--- config.mk ---
export PLATFORM = sky130hd
export DESIGN_NAME = iord_top
export DESIGN_NICKNAME = d
export VERILOG_FILES = /design/src/hdl/iord_pkg.sv /design/src/hdl/iord_top.sv
export VERILOG_INCLUDE_DIRS = /design/src /design/src/hdl
export SDC_FILE = /design/constraint.sdc
export NUM_CORES = 1
export LEC_CHECK = 0
export ABC_AREA = 1
export BUFFER_PORTS_ARGS = -buffer_cell sky130_fd_sc_hd__buf_2
export CORE_UTILIZATION = 55
export CTS_CLUSTER_DIAMETER = 150
export DETAILED_ROUTE_END_ITERATION = 8
export PLACE_DENSITY = 0.75
export SLEW_MARGIN = 10
export SYNTH_ARGS = -nofsm -noshare
export SYNTH_HDL_FRONTEND = slang
export SYNTH_SLANG_ARGS = --single-unit
--- constraint.sdc ---
create_clock -name clk_i -period 12.35 [get_ports clk_i]
set_clock_uncertainty 0.05 [all_clocks]
set_input_delay 2.47 -clock clk_i [delete_from_list [all_inputs] [get_ports clk_i]]
set_output_delay 2.47 -clock clk_i [all_outputs]
set_load 0.02 [all_outputs]
--- src/hdl/iord_regs.svh ---
`ifndef IORD_REGS_SVH
`define IORD_REGS_SVH
// Summary of operation
// - Bit set/clear only at I/O 0x00-0x1F
// - Bit test with skip in bit range
// - Status flags clear on written one
// - Bit operation touches only addressed bit
// - Port instructions use I/O 0x00-0x3F
// - Data space mirror at I/O plus 0x20
// - Port instructions reach only 64 locations
// - Extended range reachable by loads/stores only

// Address space limits
`define IORD_IO_OFFSET  8'h20
`define IORD_BIT_TOP    8'h1F
`define IORD_PORT_TOP   8'h3F
`define IORD_EXT_BASE   8'h60
`define IORD_DATA_TOP   8'hFF
`define IORD_RST_VAL    8'h00
`define IORD_ONE_HOT    8'h01
`define IORD_NONE       8'h00

// Register data-space addresses
`define IORD_PORT_B_PIN_INPUT    8'h23
`define IORD_PORT_B_DIRECTION    8'h24
`define IORD_PORT_B_OUTPUT       8'h25
`define IORD_PORT_C_PIN_INPUT    8'h26
`define IORD_PORT_C_DIRECTION    8'h27
`define IORD_PORT_C_OUTPUT       8'h28
`define IORD_PORT_D_PIN_INPUT    8'h29
`define IORD_PORT_D_DIRECTION    8'h2A
`define IORD_PORT_D_OUTPUT       8'h2B
`define IORD_TIMER0_EVENT_FLAGS  8'h35
`define IORD_TIMER1_EVENT_FLAGS  8'h36
`define IORD_TIMER2_EVENT_FLAGS  8'h37
`define IORD_PIN_CHANGE_FLAGS    8'h3B
`define IORD_EXTERNAL_IRQ_FLAGS  8'h3C
`define IORD_EXTERNAL_IRQ_MASK   8'h3D
`define IORD_SCRATCH_ZERO        8'h3E
`define IORD_NVM_DATA_CONTROL    8'h3F
`define IORD_NVM_DATA_BYTE       8'h40
`define IORD_NVM_ADDRESS_LOW     8'h41
`define IORD_NVM_ADDRESS_HIGH    8'h42
`define IORD_GENERAL_TIMER_CTRL  8'h43
`define IORD_TIMER0_CONTROL_A    8'h44
`define IORD_TIMER0_CONTROL_B    8'h45
`define IORD_TIMER0_COUNT        8'h46
`define IORD_TIMER0_COMPARE_A    8'h47
`define IORD_TIMER0_COMPARE_B    8'h48
`define IORD_SCRATCH_ONE         8'h4A
`define IORD_SCRATCH_TWO         8'h4B
`define IORD_SERIAL_PERIPH_CTRL  8'h4C
`define IORD_SERIAL_PERIPH_STAT  8'h4D
`define IORD_SERIAL_PERIPH_DATA  8'h4E
`define IORD_COMPARATOR_CTRL     8'h50
`define IORD_SLEEP_CONTROL       8'h53
`define IORD_RESET_CAUSE_FLAGS   8'h54
`define IORD_CORE_MISC_CONTROL   8'h55
`define IORD_SELF_PROGRAM_CTRL   8'h57
`define IORD_CORE_STATUS_FLAGS   8'h5F
`define IORD_WATCHDOG_CTRL       8'h60
`define IORD_CLOCK_DIVIDER       8'h61
`define IORD_MODULE_POWER_GATING 8'h64
`define IORD_OSCILLATOR_TRIM     8'h66
`define IORD_PIN_CHANGE_GROUP_EN 8'h68
`define IORD_EXTERNAL_IRQ_SENSE  8'h69
`define IORD_PIN_CHANGE_MASK0    8'h6B
`define IORD_PIN_CHANGE_MASK1    8'h6C
`define IORD_PIN_CHANGE_MASK2    8'h6D
`define IORD_TIMER0_IRQ_MASK     8'h6E
`define IORD_TIMER1_IRQ_MASK     8'h6F

// Implemented-bit masks
`define IORD_M_FULL  8'hFF
`define IORD_M_LOW2  8'h03
`define IORD_M_LOW3  8'h07
`define IORD_M_LOW4  8'h0F
`define IORD_M_LOW6  8'h3F
`define IORD_M_LOW7  8'h7F
`define IORD_M_TMR1  8'h27
`define IORD_M_GTC   8'h83
`define IORD_M_T0A   8'hF3
`define IORD_M_T0B   8'hCF
`define IORD_M_SPS   8'hC1
`define IORD_M_MISC  8'h73
`define IORD_M_SPM   8'hDF
`define IORD_M_CLK   8'h8F
`define IORD_M_PWR   8'hEF
`define IORD_W_CMP   8'h10
`endif

--- src/hdl/iord_pkg.sv ---
package iord_pkg;
  // Access kinds; addressing mode of loads/stores does not matter here
  typedef enum logic [2:0] {
    iord_port_read          = 3'b000,
    iord_port_write         = 3'b001,
    iord_memory_read        = 3'b010,
    iord_memory_write       = 3'b011,
    iord_bit_set_op         = 3'b100,
    iord_bit_clear_op       = 3'b101,
    iord_skip_when_bit_high = 3'b110,
    iord_skip_when_bit_low  = 3'b111
  } iord_op_e;
  typedef struct packed {
    logic       valid;
    iord_op_e   op;
    logic [7:0] addr;
    logic [2:0] bit_sel;
    logic [7:0] wdata;
  } iord_req_s;
  typedef struct packed {
    logic       ack;
    logic       refused;
    logic       skip;
    logic [7:0] rdata;
  } iord_resp_s;
  typedef struct packed {
    logic [7:0] b;
    logic [7:0] c;
    logic [7:0] d;
  } iord_pins_s;
  typedef struct packed {
    logic [7:0] b_out;
    logic [7:0] b_dir;
    logic [7:0] c_out;
    logic [7:0] c_dir;
    logic [7:0] d_out;
    logic [7:0] d_dir;
  } iord_gpio_s;
  typedef struct packed {
    logic [7:0] timer0;
    logic [7:0] timer1;
    logic [7:0] timer2;
    logic [7:0] pin_change;
    logic [7:0] ext_irq;
    logic [7:0] comparator;
  } iord_evt_s;
endpackage : iord_pkg

--- src/hdl/iord_top.sv ---
`timescale 1ns/1ps
`include "iord_regs.svh"
module iord_top (
  // Clock and reset
  input  wire logic               clk_i,
  input  wire logic               reset_i,
  // Core access request
  input  wire iord_pkg::iord_req_s req_i,
  // Peripheral events and pins
  input  wire iord_pkg::iord_evt_s events_i,
  input  wire iord_pkg::iord_pins_s pins_i,
  // Core access answer
  output      iord_pkg::iord_resp_s resp_o,
  // Port output and direction registers
  output      iord_pkg::iord_gpio_s gpio_o
);

  // Implemented bits of each address; zero marks a reserved location
  function automatic logic [7:0] reg_mask(input logic [7:0] a);
    logic [7:0] m;
    m = `IORD_NONE;
    case (a)
      `IORD_PORT_B_PIN_INPUT,
      `IORD_PORT_B_DIRECTION,
      `IORD_PORT_B_OUTPUT,
      `IORD_PORT_D_PIN_INPUT,
      `IORD_PORT_D_DIRECTION,
      `IORD_PORT_D_OUTPUT,
      `IORD_NVM_DATA_BYTE,
      `IORD_NVM_ADDRESS_LOW,
      `IORD_NVM_ADDRESS_HIGH,
      `IORD_TIMER0_COUNT,
      `IORD_TIMER0_COMPARE_A,
      `IORD_TIMER0_COMPARE_B,
      `IORD_SCRATCH_ZERO,
      `IORD_SCRATCH_ONE,
      `IORD_SCRATCH_TWO,
      `IORD_SERIAL_PERIPH_CTRL,
      `IORD_SERIAL_PERIPH_DATA,
      `IORD_COMPARATOR_CTRL,
      `IORD_CORE_STATUS_FLAGS,
      `IORD_WATCHDOG_CTRL,
      `IORD_OSCILLATOR_TRIM,
      `IORD_PIN_CHANGE_MASK0,
      `IORD_PIN_CHANGE_MASK2: m = `IORD_M_FULL;
      `IORD_PORT_C_PIN_INPUT,
      `IORD_PORT_C_DIRECTION,
      `IORD_PORT_C_OUTPUT,
      `IORD_PIN_CHANGE_MASK1: m = `IORD_M_LOW7;
      `IORD_TIMER0_EVENT_FLAGS,
      `IORD_TIMER2_EVENT_FLAGS,
      `IORD_PIN_CHANGE_FLAGS,
      `IORD_PIN_CHANGE_GROUP_EN,
      `IORD_TIMER0_IRQ_MASK: m = `IORD_M_LOW3;
      `IORD_TIMER1_EVENT_FLAGS,
      `IORD_TIMER1_IRQ_MASK: m = `IORD_M_TMR1;
      `IORD_EXTERNAL_IRQ_FLAGS,
      `IORD_EXTERNAL_IRQ_MASK: m = `IORD_M_LOW2;
      `IORD_SLEEP_CONTROL,
      `IORD_RESET_CAUSE_FLAGS,
      `IORD_EXTERNAL_IRQ_SENSE: m = `IORD_M_LOW4;
      `IORD_NVM_DATA_CONTROL: m = `IORD_M_LOW6;
      `IORD_GENERAL_TIMER_CTRL: m = `IORD_M_GTC;
      `IORD_TIMER0_CONTROL_A: m = `IORD_M_T0A;
      `IORD_TIMER0_CONTROL_B: m = `IORD_M_T0B;
      `IORD_SERIAL_PERIPH_STAT: m = `IORD_M_SPS;
      `IORD_CORE_MISC_CONTROL: m = `IORD_M_MISC;
      `IORD_SELF_PROGRAM_CTRL: m = `IORD_M_SPM;
      `IORD_CLOCK_DIVIDER: m = `IORD_M_CLK;
      `IORD_MODULE_POWER_GATING: m = `IORD_M_PWR;
      default: m = `IORD_NONE;
    endcase
    return m;
  endfunction

  // Bits that clear on a written one and are set by hardware events
  function automatic logic [7:0] w1c_mask(input logic [7:0] a);
    logic [7:0] m;
    m = `IORD_NONE;
    case (a)
      `IORD_TIMER0_EVENT_FLAGS,
      `IORD_TIMER1_EVENT_FLAGS,
      `IORD_TIMER2_EVENT_FLAGS,
      `IORD_PIN_CHANGE_FLAGS,
      `IORD_EXTERNAL_IRQ_FLAGS: m = reg_mask(a);
      `IORD_COMPARATOR_CTRL: m = `IORD_W_CMP;
      default: m = `IORD_NONE;
    endcase
    return m;
  endfunction

  // Pin input registers follow the pins; software writes do not stick
  function automatic logic is_pin_reg(input logic [7:0] a);
    return (a == `IORD_PORT_B_PIN_INPUT) || (a == `IORD_PORT_C_PIN_INPUT)
        || (a == `IORD_PORT_D_PIN_INPUT);
  endfunction

  // Pin value feeding a pin input register
  function automatic logic [7:0] pin_for(input logic [7:0] a,
                                          input iord_pkg::iord_pins_s p);
    logic [7:0] v;
    v = `IORD_NONE;
    case (a)
      `IORD_PORT_B_PIN_INPUT: v = p.b;
      `IORD_PORT_C_PIN_INPUT: v = p.c;
      `IORD_PORT_D_PIN_INPUT: v = p.d;
      default: v = `IORD_NONE;
    endcase
    return v;
  endfunction

  // Hardware event bits feeding a flag register
  function automatic logic [7:0] evt_for(input logic [7:0] a,
                                          input iord_pkg::iord_evt_s e);
    logic [7:0] v;
    v = `IORD_NONE;
    case (a)
      `IORD_TIMER0_EVENT_FLAGS: v = e.timer0;
      `IORD_TIMER1_EVENT_FLAGS: v = e.timer1;
      `IORD_TIMER2_EVENT_FLAGS: v = e.timer2;
      `IORD_PIN_CHANGE_FLAGS: v = e.pin_change;
      `IORD_EXTERNAL_IRQ_FLAGS: v = e.ext_irq;
      `IORD_COMPARATOR_CTRL: v = e.comparator;
      default: v = `IORD_NONE;
    endcase
    return v;
  endfunction

  logic [7:0]           ea;       // Effective data-space address
  logic                 ea_ok;    // Request lies in its legal range
  logic                 is_wr;    // Request writes the register
  logic                 is_bit;   // Single-bit set or clear
  logic                 is_skip;  // Bit test with skip
  logic                 wr_go;    // Write takes effect this cycle
  logic [7:0]           wbits;    // Bits the write may touch
  logic [7:0]           wval;     // Value written into those bits
  logic [7:0]           rd;       // Read value, reserved bits zeroed
  logic [7:0]           mem_q [`IORD_IO_OFFSET:`IORD_DATA_TOP];
  iord_pkg::iord_resp_s resp_q;   // Registered answer

  // Address decode: each access kind has its own window
  always_comb begin
    ea      = req_i.addr;
    ea_ok   = 1'b0;
    is_wr   = 1'b0;
    is_bit  = 1'b0;
    is_skip = 1'b0;
    case (req_i.op)
      // Port forms see 64 locations, mirrored up by the offset
      iord_pkg::iord_port_read: begin
        ea    = req_i.addr + `IORD_IO_OFFSET;
        ea_ok = req_i.addr <= `IORD_PORT_TOP;
      end
      iord_pkg::iord_port_write: begin
        ea    = req_i.addr + `IORD_IO_OFFSET;
        ea_ok = req_i.addr <= `IORD_PORT_TOP;
        is_wr = 1'b1;
      end
      // Loads and stores alone reach the extended range
      iord_pkg::iord_memory_read: begin
        ea_ok = req_i.addr >= `IORD_IO_OFFSET;
      end
      iord_pkg::iord_memory_write: begin
        ea_ok = req_i.addr >= `IORD_IO_OFFSET;
        is_wr = 1'b1;
      end
      // Bit forms only touch the lowest 32 I/O locations
      iord_pkg::iord_bit_set_op,
      iord_pkg::iord_bit_clear_op: begin
        ea     = req_i.addr + `IORD_IO_OFFSET;
        ea_ok  = req_i.addr <= `IORD_BIT_TOP;
        is_wr  = 1'b1;
        is_bit = 1'b1;
      end
      iord_pkg::iord_skip_when_bit_high,
      iord_pkg::iord_skip_when_bit_low: begin
        ea      = req_i.addr + `IORD_IO_OFFSET;
        ea_ok   = req_i.addr <= `IORD_BIT_TOP;
        is_skip = 1'b1;
      end
      default: ea_ok = 1'b0;
    endcase
  end

  // Write strobe and data; a bit op drives only its one bit
  always_comb begin
    wr_go = req_i.valid && ea_ok && is_wr;
    wbits = is_bit ? (`IORD_ONE_HOT << req_i.bit_sel) : `IORD_M_FULL;
    if (req_i.op == iord_pkg::iord_bit_set_op) begin
      wval = wbits;
    end else if (req_i.op == iord_pkg::iord_bit_clear_op) begin
      wval = `IORD_NONE;
    end else begin
      wval = req_i.wdata;
    end
  end

  // Read path; reserved bits and locations read as zero
  always_comb begin
    rd = `IORD_NONE;
    if (ea_ok) begin
      rd = mem_q[ea] & reg_mask(ea);
    end
  end

  // One storage byte per data-space address; unmapped ones stay zero
  for (genvar i = `IORD_IO_OFFSET; i <= `IORD_DATA_TOP; i++) begin : g_reg
    localparam logic [7:0] A   = 8'(i);
    localparam logic [7:0] MSK = reg_mask(A);
    localparam logic [7:0] W1C = w1c_mask(A);
    localparam logic       PIN = is_pin_reg(A);
    logic [7:0] hit;  // Bits this write targets here
    logic [7:0] plain; // Ordinary bits after the write
    logic [7:0] flag;  // Flag bits after clear and set
    assign hit   = (wr_go && ea == A) ? wbits : `IORD_NONE;
    assign plain = (mem_q[i] & ~hit) | (wval & hit);
    // Set beats clear so an event in the clearing cycle survives
    assign flag  = (mem_q[i] & ~(wval & hit)) | evt_for(A, events_i);
    // Reserved bits and addresses never take a value
    always_ff @(posedge clk_i or posedge reset_i) begin
      if (reset_i) begin
        mem_q[i] <= `IORD_RST_VAL;
      end else if (PIN) begin
        mem_q[i] <= pin_for(A, pins_i) & MSK;
      end else begin
        mem_q[i] <= ((plain & ~W1C) | (flag & W1C)) & MSK;
      end
    end
  end

  // Answer one cycle after each request
  always_ff @(posedge clk_i or posedge reset_i) begin
    if (reset_i) begin
      resp_q <= '0;
    end else begin
      resp_q.ack     <= req_i.valid;
      // Out-of-window forms are refused and change nothing
      resp_q.refused <= req_i.valid && !ea_ok;
      resp_q.rdata   <= (req_i.valid && ea_ok && !is_wr) ? rd : `IORD_NONE;
      // Skip when the tested bit matches the requested sense
      resp_q.skip    <= req_i.valid && ea_ok && is_skip &&
                        (rd[req_i.bit_sel] ==
                         (req_i.op == iord_pkg::iord_skip_when_bit_high));
    end
  end

  assign resp_o = resp_q;
  assign gpio_o = '{b_out: mem_q[`IORD_PORT_B_OUTPUT],
                    b_dir: mem_q[`IORD_PORT_B_DIRECTION],
                    c_out: mem_q[`IORD_PORT_C_OUTPUT],
                    c_dir: mem_q[`IORD_PORT_C_DIRECTION],
                    d_out: mem_q[`IORD_PORT_D_OUTPUT],
                    d_dir: mem_q[`IORD_PORT_D_DIRECTION]};
endmodule // iord_top

==> results.ini <==
[worst_setup_path]
critical_path.top_delay_family=buffers and inverters
worst_path_max_delay_cell=sky130_fd_sc_hd__clkinv_2
worst-endpoint-required_ps=12740
worstPathCellList=buf_4 -> clkinv_2 -> buf_4 -> ha_1 -> inv_1 -> nand2_1 -> nand4_1 -> nand2_1 -> nand3_1 -> nand2_1 -> nand3b_1 -> nand2_1 -> nand2_1 -> inv_1 -> nand2_1 -> o21ai_1 -> nand2_1 -> nand2_1 -> nor2_1
critPathMaxStageDelay_ps=800
crit_path_start_kind=input pin
arrival_ps=6300
crit_path_max_fanout=58
end_kind=register
critical_path.most_common_cell=sky130_fd_sc_hd__nand2_1
crit_buf_inv=5
worst_r2r_path_depth=15
timing_worst_setup_path_type=in2reg
crit_cells=19

[clock_tree]
clock_h_tree_levels=2
clk-insertion-delay-late_ps=530
tritoncts=built
total_cts_buffers=35
cts.path.max_buffers=3
cts_post_setup_buffers_inserted=0
clock_sinks=310
cts-resized-gates=0
worst_setup_hold_path_clk_slew_ps=60
post_cts_hold_buffer_count=0
clock-root-buffer=sky130_fd_sc_hd__clkbuf_16

[grt]
global_route.usage.total_pct=39.58
grt_overflow=0
grt_first_pass_wirelength_mm=90.29
first_global_vias=14770
grt_max_degree=172
grt_antenna_before_repair=1

[drt]
via_count=15750
drt_drc_violations_left=0
drt-pass1-iter-count=6
initialDrtViolationCount=2225
drt.antenna.violating_nets=0
via_per_inst=5.966
routed_wirelength_mm=59.18
wl_per_cell_um=22.42

[power_and_ir_drop]
internal_power_w=0.001723
peakVddDrop_mv=0.08679
power_density_mw_per_mm2=131.5
power.share.clock_pct=44.9
net-switching-power_w=0.0006466
seq_power_share_pct=43.8
p_leak_nw=8.426
power.switching_fraction_pct=27.28
pwr-share-comb_pct=11.3

[yosys]
yosys.area.top_type_share_pct=47.27
synthDistinctLibCells=41
netlist.top_cell.by_area=sky130_fd_sc_hd__dfrtp_1
synth_seq_cells=310
ys_top_cells_by_count=838 x sky130_fd_sc_hd__nand2_1, 310 x sky130_fd_sc_hd__dfrtp_1, 291 x sky130_fd_sc_hd__o21ai_0
ys.flop_type=sky130_fd_sc_hd__dfrtp_1
yosys_warnings=0
syn_inst=2206
synth_edf_count=0
yosysSeqAreaShare_pct=47.27
syn_area_mm2=0.01641
synth.most_common_cell=sky130_fd_sc_hd__nand2_1
synth_top_cells_by_area=sky130_fd_sc_hd__dfrtp_1 47%, sky130_fd_sc_hd__nand2_1 19%, sky130_fd_sc_hd__o21ai_0 8.9%
synthArstFlopShare_pct=100.0
average_cell_area_after_synthesis_um2=7.440

[final_layout]
area_growth_pct=9.804
final_layout_size_suffix_gt1_share_pct=12.37
num-nets-final=2339
number_of_antenna_diodes=0
fillerInstances=2688
final_design_area_no_fill_mm2=0.01802

[worst_hold_path]
timing.hold.worst_path_depth=2
hold_class=reg2reg

[floorplan]
core_mm2=0.02901
fp-row-count=62
floorplan.initialDensity_pct=56.57
io_pins=156
die_h_um=174.7
floorplan.die.width_um=174.7
design.die.area_mm2=0.03053

[timing]
rsz0062_at_grt=false
layout_worst_path_cycle_share_pct=47.86
hold_viol=0
report.final.slew_viol_count=0
max_freq_mhz=169.2
worstMarginPinSlew_ps=1203
worst_slew_margin_rel_pct=19.53
final_period_minus_worst_setup_slack_ps=5911
timing.setup.tns_ps=0
setup_viol_count_final=0

[placement]
dp.final_hpwl_mm=39.02
gpl.final_weighted_congestion=0.9839
post_dp_cell_area_mm2=0.01686
io_buffers=120

[job]
maxCapViolations=0

[status]
outcome=completed

-- cells by family (layout without fill, tap and decap cells) --
| logic type | after synthesis | after routing | share of synthesized area (%) |
|---|---|---|---|
| other cells | 1 | 2 | 0.02285 |
| mux | 1 | 1 | 0.06861 |
| buf+inv | 279 | 328 | 8.073 |
| compound gates | 404 | 404 | 12.64 |
| fa+ha+maj | 8 | 8 | 0.6099 |
| flops | 310 | 310 | 47.27 |
| simple gates | 1203 | 1203 | 31.32 |
-- worst register-to-register path: cells and delay by family, from the launching register on --
kind,cells,cell delay [ps]
and+or+nand+nor,14,1410
DFF,1,370
AOI/OAI and AO/OA,1,170
-- layout by cell type (no fill, tap or decap), drive strengths merged, types with 7 or more instances in the layout --
master | synthesis | layout
a21oi | 40 | 40
buf | 105 | 141
clkbuf | 46 | 51
clkinv | 1 | 7
dfrtp | 310 | 310
ha | 8 | 8
inv | 127 | 127
nand2 | 846 | 846
nand3 | 169 | 169
nand4 | 12 | 12
nor2 | 148 | 148
nor3 | 12 | 12
o211ai | 7 | 7
o21ai | 349 | 349
-- path summary, 6_finish.rpt --
kind / slack, ps / from / to
worst max-delay path: 6440 / req_i[11] / resp_o[8]$_DFF_PP0_
worst min-delay path: 430 / register / register
worst max register to register: 10210 / register / resp_o[8]$_DFF_PP0_
worst min register to register: 430 / register / register
max in group asynchronous: 8750 / reset_i / resp_o[5]$_DFF_PP0_
min in group asynchronous: 2030 / reset_i / asynchronous set/reset pin
-- layout make-up --
| type | instances | area [um2] | share of cell area [%] |
|---|---|---|---|
| inverters | 128 | 491.7 | 2.729 |
| well taps | 384 | 480.5 | 2.666 |
| flip-flops and latches | 310 | 7757 | 43.05 |
| clock inverters | 8 | 105.1 | 0.5832 |
| clock buffers | 51 | 1059 | 5.874 |
| multi-input cells | 1618 | 7355 | 40.81 |
| repair buffers | 141 | 773.2 | 4.291 |
-- layer usage --
layer,track usage (%),vias up,wire length (um)
met5,0,-,0
met4,19.60,0,2961
met3,8.246,164,6598
met2,59.61,936,26060
met1,54.44,7519,23560
li1,-,7130,-
-- through the flow --
stage	hold WS [ps]	utilization, %	total power [W]	worst slack (ps)	instances
4_1_cts	433.2	62.11	0.002366	6646	2640
2_1_floorplan	395.7	-	0.001216	1257	2207
5_1_grt	446.9	62.11	0.002436	6349	2640
3_3_place_gp	410.5	58.10	0.001314	6116	2581
3_5_place_dp	418.5	58.10	0.001315	6115	2581
6_report	430.7	62.11	0.002370	6439	2640
-- power by group through the flow --
| stage | registers (W) | logic [W] | clock network (W) |
|---|---|---|---|
| 6_report | 0.00104 | 0.000267 | 0.00106 |
| 5_1_grt | 0.00104 | 0.000285 | 0.00111 |
| 4_1_cts | 0.00104 | 0.000260 | 0.00107 |
| 3_5_place_dp | 0.00106 | 0.000259 | 0 |
| 3_3_place_gp | 0.00106 | 0.000258 | 0 |
| 2_1_floorplan | 0.00106 | 0.000160 | 0 |
(Power assumes the default switching activity.)
